--- config.mk ---
export PLATFORM = sky130hd
export DESIGN_NAME = serial_port_zero
export DESIGN_NICKNAME = d
export VERILOG_FILES = /design/src/design/baud_timer.v /design/src/design/serial_port_zero.v
export VERILOG_INCLUDE_DIRS = /design/src /design/src/pkg
export SDC_FILE = /design/constraint.sdc
export NUM_CORES = 1
export LEC_CHECK = 0
export ABC_AREA = 0
export BUFFER_PORTS_ARGS = -buffer_cell sky130_fd_sc_hd__buf_2
export CAP_MARGIN = 10
export CORE_MARGIN = 2
export CORE_UTILIZATION = 45
export DETAILED_ROUTE_END_ITERATION = 10
export PLACE_DENSITY = 0.75
export REMOVE_ABC_BUFFERS = 1
export SLEW_MARGIN = 0
export SYNTH_ARGS = -nofsm -noshare
export SYNTH_HDL_FRONTEND = slang
export SYNTH_SLANG_ARGS = --single-unit
--- constraint.sdc ---
create_clock -name clk_i -period 2.1 [get_ports clk_i]
set_clock_uncertainty 0.15 [all_clocks]
set_input_delay 0.42 -clock clk_i [delete_from_list [all_inputs] [get_ports clk_i]]
set_output_delay 0.42 -clock clk_i [all_outputs]
set_load 0.03 [all_outputs]
--- src/pkg/serial_port_regs.vh ---
`ifndef SERIAL_PORT_REGS_VH
`define SERIAL_PORT_REGS_VH

// Register word indexes (byte address = index * 4)
`define IDX_SERIAL_CONTROL   6'h00
`define IDX_SERIAL_DATA      6'h01
`define IDX_TIMER_CONTROL    6'h02
`define IDX_BAUD_RELOAD      6'h03
`define IDX_BAUD_LOW_COUNT   6'h04
`define IDX_INT_STATUS       6'h05
`define IDX_INT_MASK         6'h06

// Serial control register fields
`define SCR_MODE_BIT         7
`define SCR_RSVD_BIT         6
`define SCR_MCE_BIT          5
`define SCR_REN_BIT          4
`define SCR_TB8_BIT          3
`define SCR_RB8_BIT          2
`define SCR_TI_BIT           1
`define SCR_RI_BIT           0
`define SCR_RSVD_VAL         1'b1

// Timer control register fields
`define TCTL_EN_BIT          0
`define TCTL_SRC_MSB         3
`define TCTL_SRC_LSB         1

// Timer clock source codes
`define SRC_CLK              3'h0
`define SRC_CLK_DIV4         3'h1
`define SRC_CLK_DIV12        3'h2
`define SRC_CLK_DIV48        3'h3
`define SRC_EXTOSC_DIV8      3'h4
`define SRC_EXT_PIN          3'h5

// Interrupt status and mask bits
`define INT_RX_BIT           0
`define INT_TX_BIT           1

// Divider terminal counts
`define PRE4_LAST            2'h3
`define PRE12_LAST           4'hB
`define PRE48_LAST           2'h3
`define EXTDIV_LAST          3'h7
`define TIMER_TOP            8'hFF

// Frame lengths in bit periods, start bit included
`define FRAME8_BITS          4'hA
`define FRAME9_BITS          4'hB

// Reset values
`define RST_SERIAL_CONTROL   8'h00
`define RST_RELOAD           8'h00
`define RST_TIMER_CONTROL    4'h0
`define RST_INT_MASK         2'h0

`endif

--- src/design/baud_timer.v ---
`timescale 1ns/10ps
`default_nettype none
`include "serial_port_regs.vh"

module baud_timer (
    input  wire       clk_i,
    input  wire       rst_i,
    input  wire       tick_i,
    input  wire       enable_i,
    input  wire [7:0] reload_i,
    input  wire       low_write_i,
    input  wire [7:0] low_data_i,
    input  wire       rx_restart_i,
    output wire [7:0] low_count_o,
    output reg        tx_ovf_o,
    output reg        rx_ovf_o
);

    reg  [7:0] low_reg;
    reg  [7:0] rx_copy_reg;

    ////////////////////////////////////////////////////////////////////////
    // Visible counter: auto-reload on overflow, drives the transmit clock
    always @(posedge clk_i) begin
        if (rst_i) begin
            low_reg  <= 8'h00;
            tx_ovf_o <= 1'b0;
        end else begin
            tx_ovf_o <= 1'b0;
            if (low_write_i) begin
                low_reg <= low_data_i;
            end else if (enable_i && tick_i) begin
                if (low_reg == `TIMER_TOP) begin
                    low_reg  <= reload_i;
                    tx_ovf_o <= 1'b1;
                end else begin
                    low_reg <= low_reg + 8'h01;
                end
            end
        end
    end

    ////////////////////////////////////////////////////////////////////////
    // Hidden copy for the receiver, forced to reload on a start edge
    always @(posedge clk_i) begin
        if (rst_i) begin
            rx_copy_reg <= 8'h00;
            rx_ovf_o    <= 1'b0;
        end else begin
            rx_ovf_o <= 1'b0;
            if (rx_restart_i) begin
                rx_copy_reg <= reload_i;
            end else if (enable_i && tick_i) begin
                if (rx_copy_reg == `TIMER_TOP) begin
                    rx_copy_reg <= reload_i;
                    rx_ovf_o    <= 1'b1;
                end else begin
                    rx_copy_reg <= rx_copy_reg + 8'h01;
                end
            end
        end
    end

    assign low_count_o = low_reg;

endmodule // baud_timer

`default_nettype wire

--- src/design/serial_port_zero.v ---
// The Wishbone interface to the registers and the placing of the registers were chosen for this implementation.
`timescale 1ns/10ps
`default_nettype none
`include "serial_port_regs.vh"

// Behaviour
// Transmit and receive run independently, simultaneously
// Receiver holds one byte while shifting next
// Data write loads and starts transmission
// Data read returns receive buffer only
// Done flags raise enabled interrupt
// Flags stay set until software clears
// Baud timer is 8-bit auto-reload counter
// Transmit from visible counter, receive from copy
// Both overflow streams divided by two
// Receive copy counts, same reload value
// Start edge forces receive copy reload
// Six selectable timer clock sources
// Baud equals clock over (256-reload), halved
// Software picks reload for twice baud
// 8-bit frame: start, 8 LSB-first, stop
// 9-bit frame adds programmable ninth bit
// Load only if flag clear, filter passes
// Transmit done set at stop bit start
// Idle high, falling-edge start, mid-bit sampling
module serial_port_zero (
    input  wire        clk_i,
    input  wire        rst_i,
    input  wire        cyc_i,
    input  wire        stb_i,
    input  wire        we_i,
    input  wire [7:0]  adr_i,
    input  wire [31:0] dat_i,
    input  wire [3:0]  sel_i,
    output wire        ack_o,
    output reg  [31:0] dat_o,
    output wire        irq_o,
    input  wire        serial_rx_pin_i,
    output reg         serial_tx_pin_o,
    input  wire        ext_osc_i,
    input  wire        timer_ext_clock_input_i
);

    localparam RX_IDLE  = 2'd0;
    localparam RX_START = 2'd1;
    localparam RX_DATA  = 2'd2;

    // Frame length in bit periods for the selected mode
    function [3:0] frame_bits;
        input mode9;
        begin
            frame_bits = mode9 ? `FRAME9_BITS : `FRAME8_BITS;
        end
    endfunction

    reg        ack_reg;
    reg  [7:0] rd_clear_mask_reg;
    reg        frame_length_select;
    reg        multiproc_filter_enable;
    reg        receiver_enable;
    reg        tx_ninth_bit;
    reg        rx_ninth_bit;
    reg        tx_done_flag;
    reg        rx_done_flag;
    reg  [7:0] serial_data_buffer;
    reg  [7:0] baud_timer_reload;
    reg  [3:0] timer_ctl_reg;
    reg  [1:0] int_status_reg;
    reg  [1:0] int_mask_reg;
    reg  [1:0] pre4_reg;
    reg  [3:0] pre12_reg;
    reg  [1:0] pre48_reg;
    reg  [2:0] extdiv_reg;
    reg        ext_osc_prev_reg;
    reg        ext_pin_prev_reg;
    reg        timer_tick;
    reg        tx_phase_reg;
    reg        rx_phase_reg;
    reg [10:0] tx_shift_reg;
    reg  [3:0] tx_cnt_reg;
    reg        tx_active_reg;
    reg  [1:0] rx_state_reg;
    reg  [9:0] rx_shift_reg;
    reg  [3:0] rx_cnt_reg;
    reg        rx_prev_reg;
    wire       tx_set;
    wire       rx_set;
    wire [7:0] rx_load_data;
    wire       rx_load_ninth;
    reg  [7:0] rd_data;

    wire       req     = cyc_i & stb_i;
    wire       act     = req & ack_reg;
    wire       wr_act  = act & we_i & sel_i[0];
    wire [5:0] idx     = adr_i[7:2];
    wire       wr_ctl  = wr_act && (idx == `IDX_SERIAL_CONTROL);
    wire       wr_data = wr_act && (idx == `IDX_SERIAL_DATA);
    wire       wr_low  = wr_act && (idx == `IDX_BAUD_LOW_COUNT);
    wire [2:0] src_sel = timer_ctl_reg[`TCTL_SRC_MSB:`TCTL_SRC_LSB];
    wire       tmr_en  = timer_ctl_reg[`TCTL_EN_BIT];
    wire [7:0] low_count;
    wire       tx_ovf;
    wire       rx_ovf;
    wire       tx_bit_tick = tx_ovf & tx_phase_reg;
    wire       rx_sample   = rx_ovf & ~rx_phase_reg;
    wire       rx_restart  = (rx_state_reg == RX_IDLE) & receiver_enable
                             & rx_prev_reg & ~serial_rx_pin_i;
    wire [9:0] rx_shift_next = {serial_rx_pin_i, rx_shift_reg[9:1]};
    wire [7:0] scr_value = {frame_length_select, `SCR_RSVD_VAL, multiproc_filter_enable,
                            receiver_enable, tx_ninth_bit, rx_ninth_bit,
                            tx_done_flag, rx_done_flag};

    ////////////////////////////////////////////////////////////////////////
    // Bus slave: one wait cycle, ack for one cycle, unmapped reads zero
    always @(posedge clk_i) begin
        if (rst_i) begin
            ack_reg           <= 1'b0;
            dat_o             <= 32'h0000_0000;
            rd_clear_mask_reg <= 8'h00;
        end else begin
            ack_reg <= req & ~ack_reg;
            if (req && !ack_reg) begin
                dat_o             <= {24'h00_0000, rd_data};
                rd_clear_mask_reg <= (!we_i && idx == `IDX_INT_STATUS) ?
                                     {6'h00, int_status_reg} : 8'h00;
            end
        end
    end

    assign ack_o = ack_reg;

    // Read multiplexer; transmit register is never visible
    always @* begin
        case (idx)
            `IDX_SERIAL_CONTROL: rd_data = scr_value;
            `IDX_SERIAL_DATA:    rd_data = serial_data_buffer;
            `IDX_TIMER_CONTROL:  rd_data = {4'h0, timer_ctl_reg};
            `IDX_BAUD_RELOAD:    rd_data = baud_timer_reload;
            `IDX_BAUD_LOW_COUNT: rd_data = low_count;
            `IDX_INT_STATUS:     rd_data = {6'h00, int_status_reg};
            `IDX_INT_MASK:       rd_data = {6'h00, int_mask_reg};
            default:             rd_data = 8'h00;
        endcase
    end

    ////////////////////////////////////////////////////////////////////////
    // Configuration registers
    always @(posedge clk_i) begin
        if (rst_i) begin
            frame_length_select     <= 1'b0;
            multiproc_filter_enable <= 1'b0;
            receiver_enable         <= 1'b0;
            tx_ninth_bit            <= 1'b0;
            baud_timer_reload       <= `RST_RELOAD;
            timer_ctl_reg           <= `RST_TIMER_CONTROL;
            int_mask_reg            <= `RST_INT_MASK;
        end else if (wr_act) begin
            case (idx)
                `IDX_SERIAL_CONTROL: begin
                    frame_length_select     <= dat_i[`SCR_MODE_BIT];
                    multiproc_filter_enable <= dat_i[`SCR_MCE_BIT];
                    receiver_enable         <= dat_i[`SCR_REN_BIT];
                    tx_ninth_bit            <= dat_i[`SCR_TB8_BIT];
                end
                `IDX_TIMER_CONTROL: timer_ctl_reg     <= dat_i[3:0];
                `IDX_BAUD_RELOAD:   baud_timer_reload <= dat_i[7:0];
                `IDX_INT_MASK:      int_mask_reg      <= dat_i[1:0];
                default: ;
            endcase
        end
    end

    // Done flags: hardware set wins over a software clear
    always @(posedge clk_i) begin
        if (rst_i) begin
            tx_done_flag <= 1'b0;
            rx_done_flag <= 1'b0;
        end else begin
            if (tx_set)
                tx_done_flag <= 1'b1;
            else if (wr_ctl)
                tx_done_flag <= dat_i[`SCR_TI_BIT];
            if (rx_set)
                rx_done_flag <= 1'b1;
            else if (wr_ctl)
                rx_done_flag <= dat_i[`SCR_RI_BIT];
        end
    end

    // Sticky interrupt status, cleared by read, new events kept
    always @(posedge clk_i) begin
        if (rst_i) begin
            int_status_reg <= 2'b00;
        end else begin
            int_status_reg[`INT_RX_BIT] <= rx_set | (int_status_reg[`INT_RX_BIT]
                & ~(act & rd_clear_mask_reg[`INT_RX_BIT]));
            int_status_reg[`INT_TX_BIT] <= tx_set | (int_status_reg[`INT_TX_BIT]
                & ~(act & rd_clear_mask_reg[`INT_TX_BIT]));
        end
    end

    assign irq_o = |(int_status_reg & int_mask_reg);

    ////////////////////////////////////////////////////////////////////////
    // Timer clock prescalers and source selection
    always @(posedge clk_i) begin
        if (rst_i) begin
            pre4_reg         <= 2'h0;
            pre12_reg        <= 4'h0;
            pre48_reg        <= 2'h0;
            extdiv_reg       <= 3'h0;
            ext_osc_prev_reg <= 1'b0;
            ext_pin_prev_reg <= 1'b0;
        end else begin
            pre4_reg         <= pre4_reg + 2'h1;
            pre12_reg        <= (pre12_reg == `PRE12_LAST) ? 4'h0 : pre12_reg + 4'h1;
            if (pre12_reg == `PRE12_LAST)
                pre48_reg <= pre48_reg + 2'h1;
            ext_osc_prev_reg <= ext_osc_i;
            ext_pin_prev_reg <= timer_ext_clock_input_i;
            if (ext_osc_i && !ext_osc_prev_reg)
                extdiv_reg <= extdiv_reg + 3'h1;
        end
    end

    // One-cycle timer tick from the chosen source
    always @* begin
        case (src_sel)
            `SRC_CLK:          timer_tick = 1'b1;
            `SRC_CLK_DIV4:     timer_tick = (pre4_reg == `PRE4_LAST);
            `SRC_CLK_DIV12:    timer_tick = (pre12_reg == `PRE12_LAST);
            `SRC_CLK_DIV48:    timer_tick = (pre12_reg == `PRE12_LAST)
                                            && (pre48_reg == `PRE48_LAST);
            `SRC_EXTOSC_DIV8:  timer_tick = ext_osc_i && !ext_osc_prev_reg
                                            && (extdiv_reg == `EXTDIV_LAST);
            `SRC_EXT_PIN:      timer_tick = timer_ext_clock_input_i && !ext_pin_prev_reg;
            default:           timer_tick = 1'b0;
        endcase
    end

    // Baud = tick rate / (256 - reload) / 2
    baud_timer u_baud_timer (
        .clk_i        (clk_i),
        .rst_i        (rst_i),
        .tick_i       (timer_tick),
        .enable_i     (tmr_en),
        .reload_i     (baud_timer_reload),
        .low_write_i  (wr_low),
        .low_data_i   (dat_i[7:0]),
        .rx_restart_i (rx_restart),
        .low_count_o  (low_count),
        .tx_ovf_o     (tx_ovf),
        .rx_ovf_o     (rx_ovf)
    );

    // Divide-by-two phases; receive phase realigned on start edge
    always @(posedge clk_i) begin
        if (rst_i) begin
            tx_phase_reg <= 1'b0;
            rx_phase_reg <= 1'b0;
        end else begin
            if (tx_ovf)
                tx_phase_reg <= ~tx_phase_reg;
            if (rx_restart)
                rx_phase_reg <= 1'b0;
            else if (rx_ovf)
                rx_phase_reg <= ~rx_phase_reg;
        end
    end

    ////////////////////////////////////////////////////////////////////////
    // Transmitter, independent of the receiver
    always @(posedge clk_i) begin
        if (rst_i) begin
            tx_shift_reg    <= 11'h7FF;
            tx_cnt_reg      <= 4'h0;
            tx_active_reg   <= 1'b0;
            serial_tx_pin_o <= 1'b1;
        end else if (wr_data) begin
            tx_active_reg <= 1'b1;
            tx_cnt_reg    <= 4'h0;
            tx_shift_reg  <= frame_length_select ?
                {1'b1, tx_ninth_bit, dat_i[7:0], 1'b0} :
                {2'b11, dat_i[7:0], 1'b0};
        end else if (tx_active_reg && tx_bit_tick) begin
            if (tx_cnt_reg == frame_bits(frame_length_select)) begin
                tx_active_reg <= 1'b0;
            end else begin
                serial_tx_pin_o <= tx_shift_reg[0];
                tx_shift_reg    <= {1'b1, tx_shift_reg[10:1]};
                tx_cnt_reg      <= tx_cnt_reg + 4'h1;
            end
        end
    end

    ////////////////////////////////////////////////////////////////////////
    // Receiver: falling-edge start, mid-bit sampling, separate buffer
    always @(posedge clk_i) begin
        if (rst_i) begin
            rx_state_reg       <= RX_IDLE;
            rx_shift_reg       <= 10'h000;
            rx_cnt_reg         <= 4'h0;
            rx_prev_reg        <= 1'b1;
            serial_data_buffer <= 8'h00;
            rx_ninth_bit       <= 1'b0;
        end else begin
            rx_prev_reg <= serial_rx_pin_i;
            case (rx_state_reg)
                RX_IDLE: begin
                    if (rx_restart)
                        rx_state_reg <= RX_START;
                end
                RX_START: begin
                    if (rx_sample) begin
                        rx_cnt_reg   <= 4'h0;
                        rx_state_reg <= serial_rx_pin_i ? RX_IDLE : RX_DATA;
                    end
                end
                RX_DATA: begin
                    if (rx_sample) begin
                        rx_shift_reg <= rx_shift_next;
                        rx_cnt_reg   <= rx_cnt_reg + 4'h1;
                        if (rx_cnt_reg == frame_bits(frame_length_select) - 4'h2) begin
                            rx_state_reg <= RX_IDLE;
                            if (rx_set) begin
                                serial_data_buffer <= rx_load_data;
                                rx_ninth_bit       <= rx_load_ninth;
                            end
                        end
                    end
                end
                default: rx_state_reg <= RX_IDLE;
            endcase
        end
    end

    // Transmit done strobe as the stop bit goes out
    assign tx_set = !rst_i && !wr_data && tx_active_reg && tx_bit_tick
                    && (tx_cnt_reg == frame_bits(frame_length_select) - 4'h1);

    // Received word and ninth bit, loaded on the last sample if accepted
    assign rx_load_data  = frame_length_select ? rx_shift_next[7:0] : rx_shift_next[8:1];
    assign rx_load_ninth = frame_length_select ? rx_shift_next[8] : rx_shift_next[9];
    assign rx_set        = !rst_i && (rx_state_reg == RX_DATA) && rx_sample
                           && (rx_cnt_reg == frame_bits(frame_length_select) - 4'h2)
                           && !rx_done_flag
                           && (!multiproc_filter_enable || rx_load_ninth);

endmodule // serial_port_zero

`default_nettype wire

==> results.json <==
{
  "timing.fmax_mhz": 487,
  "worst_slew_pin_slew_ns": 0.520,
  "ant_nets": 0,
  "start_kind": "flop",
  "grt_antenna_before_repair": 0,
  "outcome": "complete, no violations",
  "drtIter0Drc": 411,
  "cts_hold_repair.buffers": 0,
  "initial_core_util": 0.457,
  "dp_hpwl_um": 9970,
  "grt_first_pass_wirelength_um": 22300,
  "cap_violations": 0,
  "wl_per_cell_um": 16.9,
  "netSwitchingFraction": 0.251,
  "ios": 87,
  "viasPerCell": 5.74,
  "hold_path_class": "input pin to flop",
  "cts-root-buf": "clkbuf_16",
  "ir_drop_uv": 455,
  "pwr_density_cell_mw_per_mm2": 641,
  "period_share": 0.978,
  "maxSlewHeadroom": 0.652,
  "tritoncts": "yes",
  "critPathKind": "flop to flop",
  "path_clk_slew_ns": 0.08,
  "hold_start": "ext_osc_i",
  "synth-edff-count": 0,
  "period_minus_slack_ns": 2.05,
  "wl_um": 14100,
  "worstPathRequired_ns": 2.20,
  "cts_max_path_buffers": 2,
  "num_antenna_cells": 0,
  "seqPwrFrac": 0.502,
  "syn2layout_area_growth_pct": 16.8,
  "largest_reg_flops": 10,
  "overflow": 0,
  "cts_made_buffers": 9,
  "utilization": 0.534,
  "synth_ff_type": "dfxtp_1",
  "syn_area_per_cell_um2": 8.71,
  "netlist_area_mm2": 0.00547,
  "drc": 0,
  "final_cell_mix": "dfxtp_1, nor2_1, nand2_1",
  "cts.sinks": 107,
  "vias": 4768,
  "gp_congestion": 0.940,
  "setup.worst_path.start": "extdiv_reg[1]",
  "dieArea_mm2": 0.0131,
  "p_switching_uw": 1030,
  "slew_violations": 0,
  "combPwrFrac": 0.063,
  "fin_ws_ns": 0.0470,
  "dp_cells": 813,
  "hold_viol": 0,
  "ys.warnings.count": 0,
  "yosysUniqueCellTypes": 72,
  "critPathMaxFanout": 4,
  "setup_viol": 0,
  "dr.pass1.iters": 5,
  "internal_power_uw": 3070,
  "synthCells": 628,
  "core-area_mm2": 0.0120,
  "htree_levels": 3,
  "final_cell_area_mm2": 0.00639,
  "grt_pass1_vias": 4546,
  "ys_seq_area_frac": 0.392,
  "r2r_start": "extdiv_reg[1]",
  "cp_data_arrival_time_ns": 2.15,
  "fin_cells": 831,
  "layout_commonest_cell": "dfxtp_1",
  "worstSetupEndpointType": "flop",
  "rsz0062_at_grt": "yes",
  "ys_ff_latch": 107,
  "synthArstFlopShare": 0,
  "post-place-ws_ns": -0.121,
  "die_h_um": 114,
  "num_rows": 40,
  "power.share.clock": 0.435,
  "port_buffers": 33,
  "drive_above_1_share": 0.228,
  "fill_cells": 1058,
  "clk_latency_ns": 0.36,
  "post_dp_cell_area_mm2": 0.00591,
  "die_w_um": 114,
  "grtUsageTotal": 0.213,
  "p_leak_uw": 0.00239,
  "grt_start_max_net_pins": 35,
  "layout.nets": 740
}
## repair_timing
action / CTS / global route
pin swaps: 2 / 13
endpoints found under the setup margin: 12 / 23
cloned: 0 / 1
setup buffers: 2 / 0
gates resized for setup: 6 / 27
## per-layer routing
layer | up-vias | share of wire | GRT usage
met2 | 165 | 0.49 | 0.363
met4 | 0 | 0.022 | 0.0748
met1 | 2293 | 0.43 | 0.271
met3 | 32 | 0.059 | 0.0386
li1 | 2278 | - | -
met5 | - | 0 | 0
## critical path, cell delays in order, from the launching register on
cell,delay [ns]
dfxtp_2,0.34
ha_4,0.16
ha_4,0.14
nor3b_4,0.15
a211oi_4,0.40
or2_0,0.16
buf_4,0.14
o21bai_1,0.07
a32o_1,0.25
## Yosys cell counts, drive strengths merged, types with 3 or more instances
library cell | n | area [µm²]
nor2 | 71 | 279
inv | 9 | 33.8
o21ai | 40 | 204
nand2b | 4 | 25.0
xnor2 | 8 | 70.1
nor4b | 4 | 35.0
nor3b | 6 | 45.0
a21oi | 38 | 190
clkbuf | 17 | 65.1
mux2 | 19 | 214
nand4 | 4 | 40.0
a22oi | 10 | 75.1
buf | 46 | 294
nand3b | 3 | 22.5
a211oi | 4 | 30.0
o32ai | 4 | 35.0
or3 | 3 | 18.8
nand3 | 14 | 70.1
nor4 | 6 | 73.8
mux2i | 43 | 430
ha | 9 | 113
dfxtp | 107 | 2140
nor2b | 10 | 62.6
and3 | 6 | 37.5
nor3 | 18 | 111
nand2 | 65 | 244
a311oi | 3 | 26.3
xor2 | 3 | 26.3
and2 | 8 | 50.1
and4 | 3 | 26.3
o2bb2ai | 4 | 35.0
or2 | 5 | 31.3
a31oi | 5 | 31.3
## power groups by stage
stage | logic [µW] | registers, µW | clock network (µW)
floorplan | 119 | 2100 | 0
global placement | 234 | 2100 | 0
detailed placement | 242 | 2100 | 0
CTS | 246 | 2050 | 1790
global route | 275 | 2060 | 1880
finish | 257 | 2060 | 1780
## final cells by class
| cell class | instances | area, µm² | area share |
|---|---|---|---|
| Timing Repair Buffer | 80 | 548 | 0.0858 |
| Clock inverter | 7 | 87.6 | 0.0137 |
| Multi-Input combinational cell | 472 | 3160 | 0.495 |
| Inverter | 9 | 33.8 | 0.00529 |
| Clock buffer | 9 | 225 | 0.0353 |
| Tap cell | 147 | 184 | 0.0288 |
| Sequential cell | 107 | 2150 | 0.336 |
## metrics by stage
stage,hold slack (ns),total power [µW],setup TNS (ns)
2_1_floorplan,0.245,2220,-1.27
3_3_place_gp,0.257,2330,-0.255
3_5_place_dp,0.272,2340,-0.658
4_1_cts,0.158,4090,-0.0376
5_1_grt,0.157,4210,-0.237
6_report,0.158,4090,0
## logic make-up (layout without fill, tap and decap cells)
| logic type | Yosys count | in the layout | share of synthesized area |
|---|---|---|---|
| AOI/OAI and AO/OA | 127 | 127 | 0.145 |
| xor gates and xnor gates | 11 | 11 | 0.0176 |
| adders and majority gates | 9 | 9 | 0.0206 |
| buffers and inverters | 72 | 105 | 0.0718 |
| DFF | 107 | 107 | 0.392 |
| muxes | 64 | 64 | 0.126 |
| other | 1 | 24 | 0.000686 |
| and+or+nand+nor | 237 | 237 | 0.227 |
## worst paths after layout
path	endpoint	slack, ns	depth (start not counted)
setup / recovery	u_baud_timer.low_count_o[5]	0.05	8
hold / removal	ext_osc_prev_reg	0.16	2
setup reg to reg	u_baud_timer.low_count_o[5]	0.05	8
hold reg to reg	pre12_reg[0]	0.28	1
(Power assumes the default switching activity.)
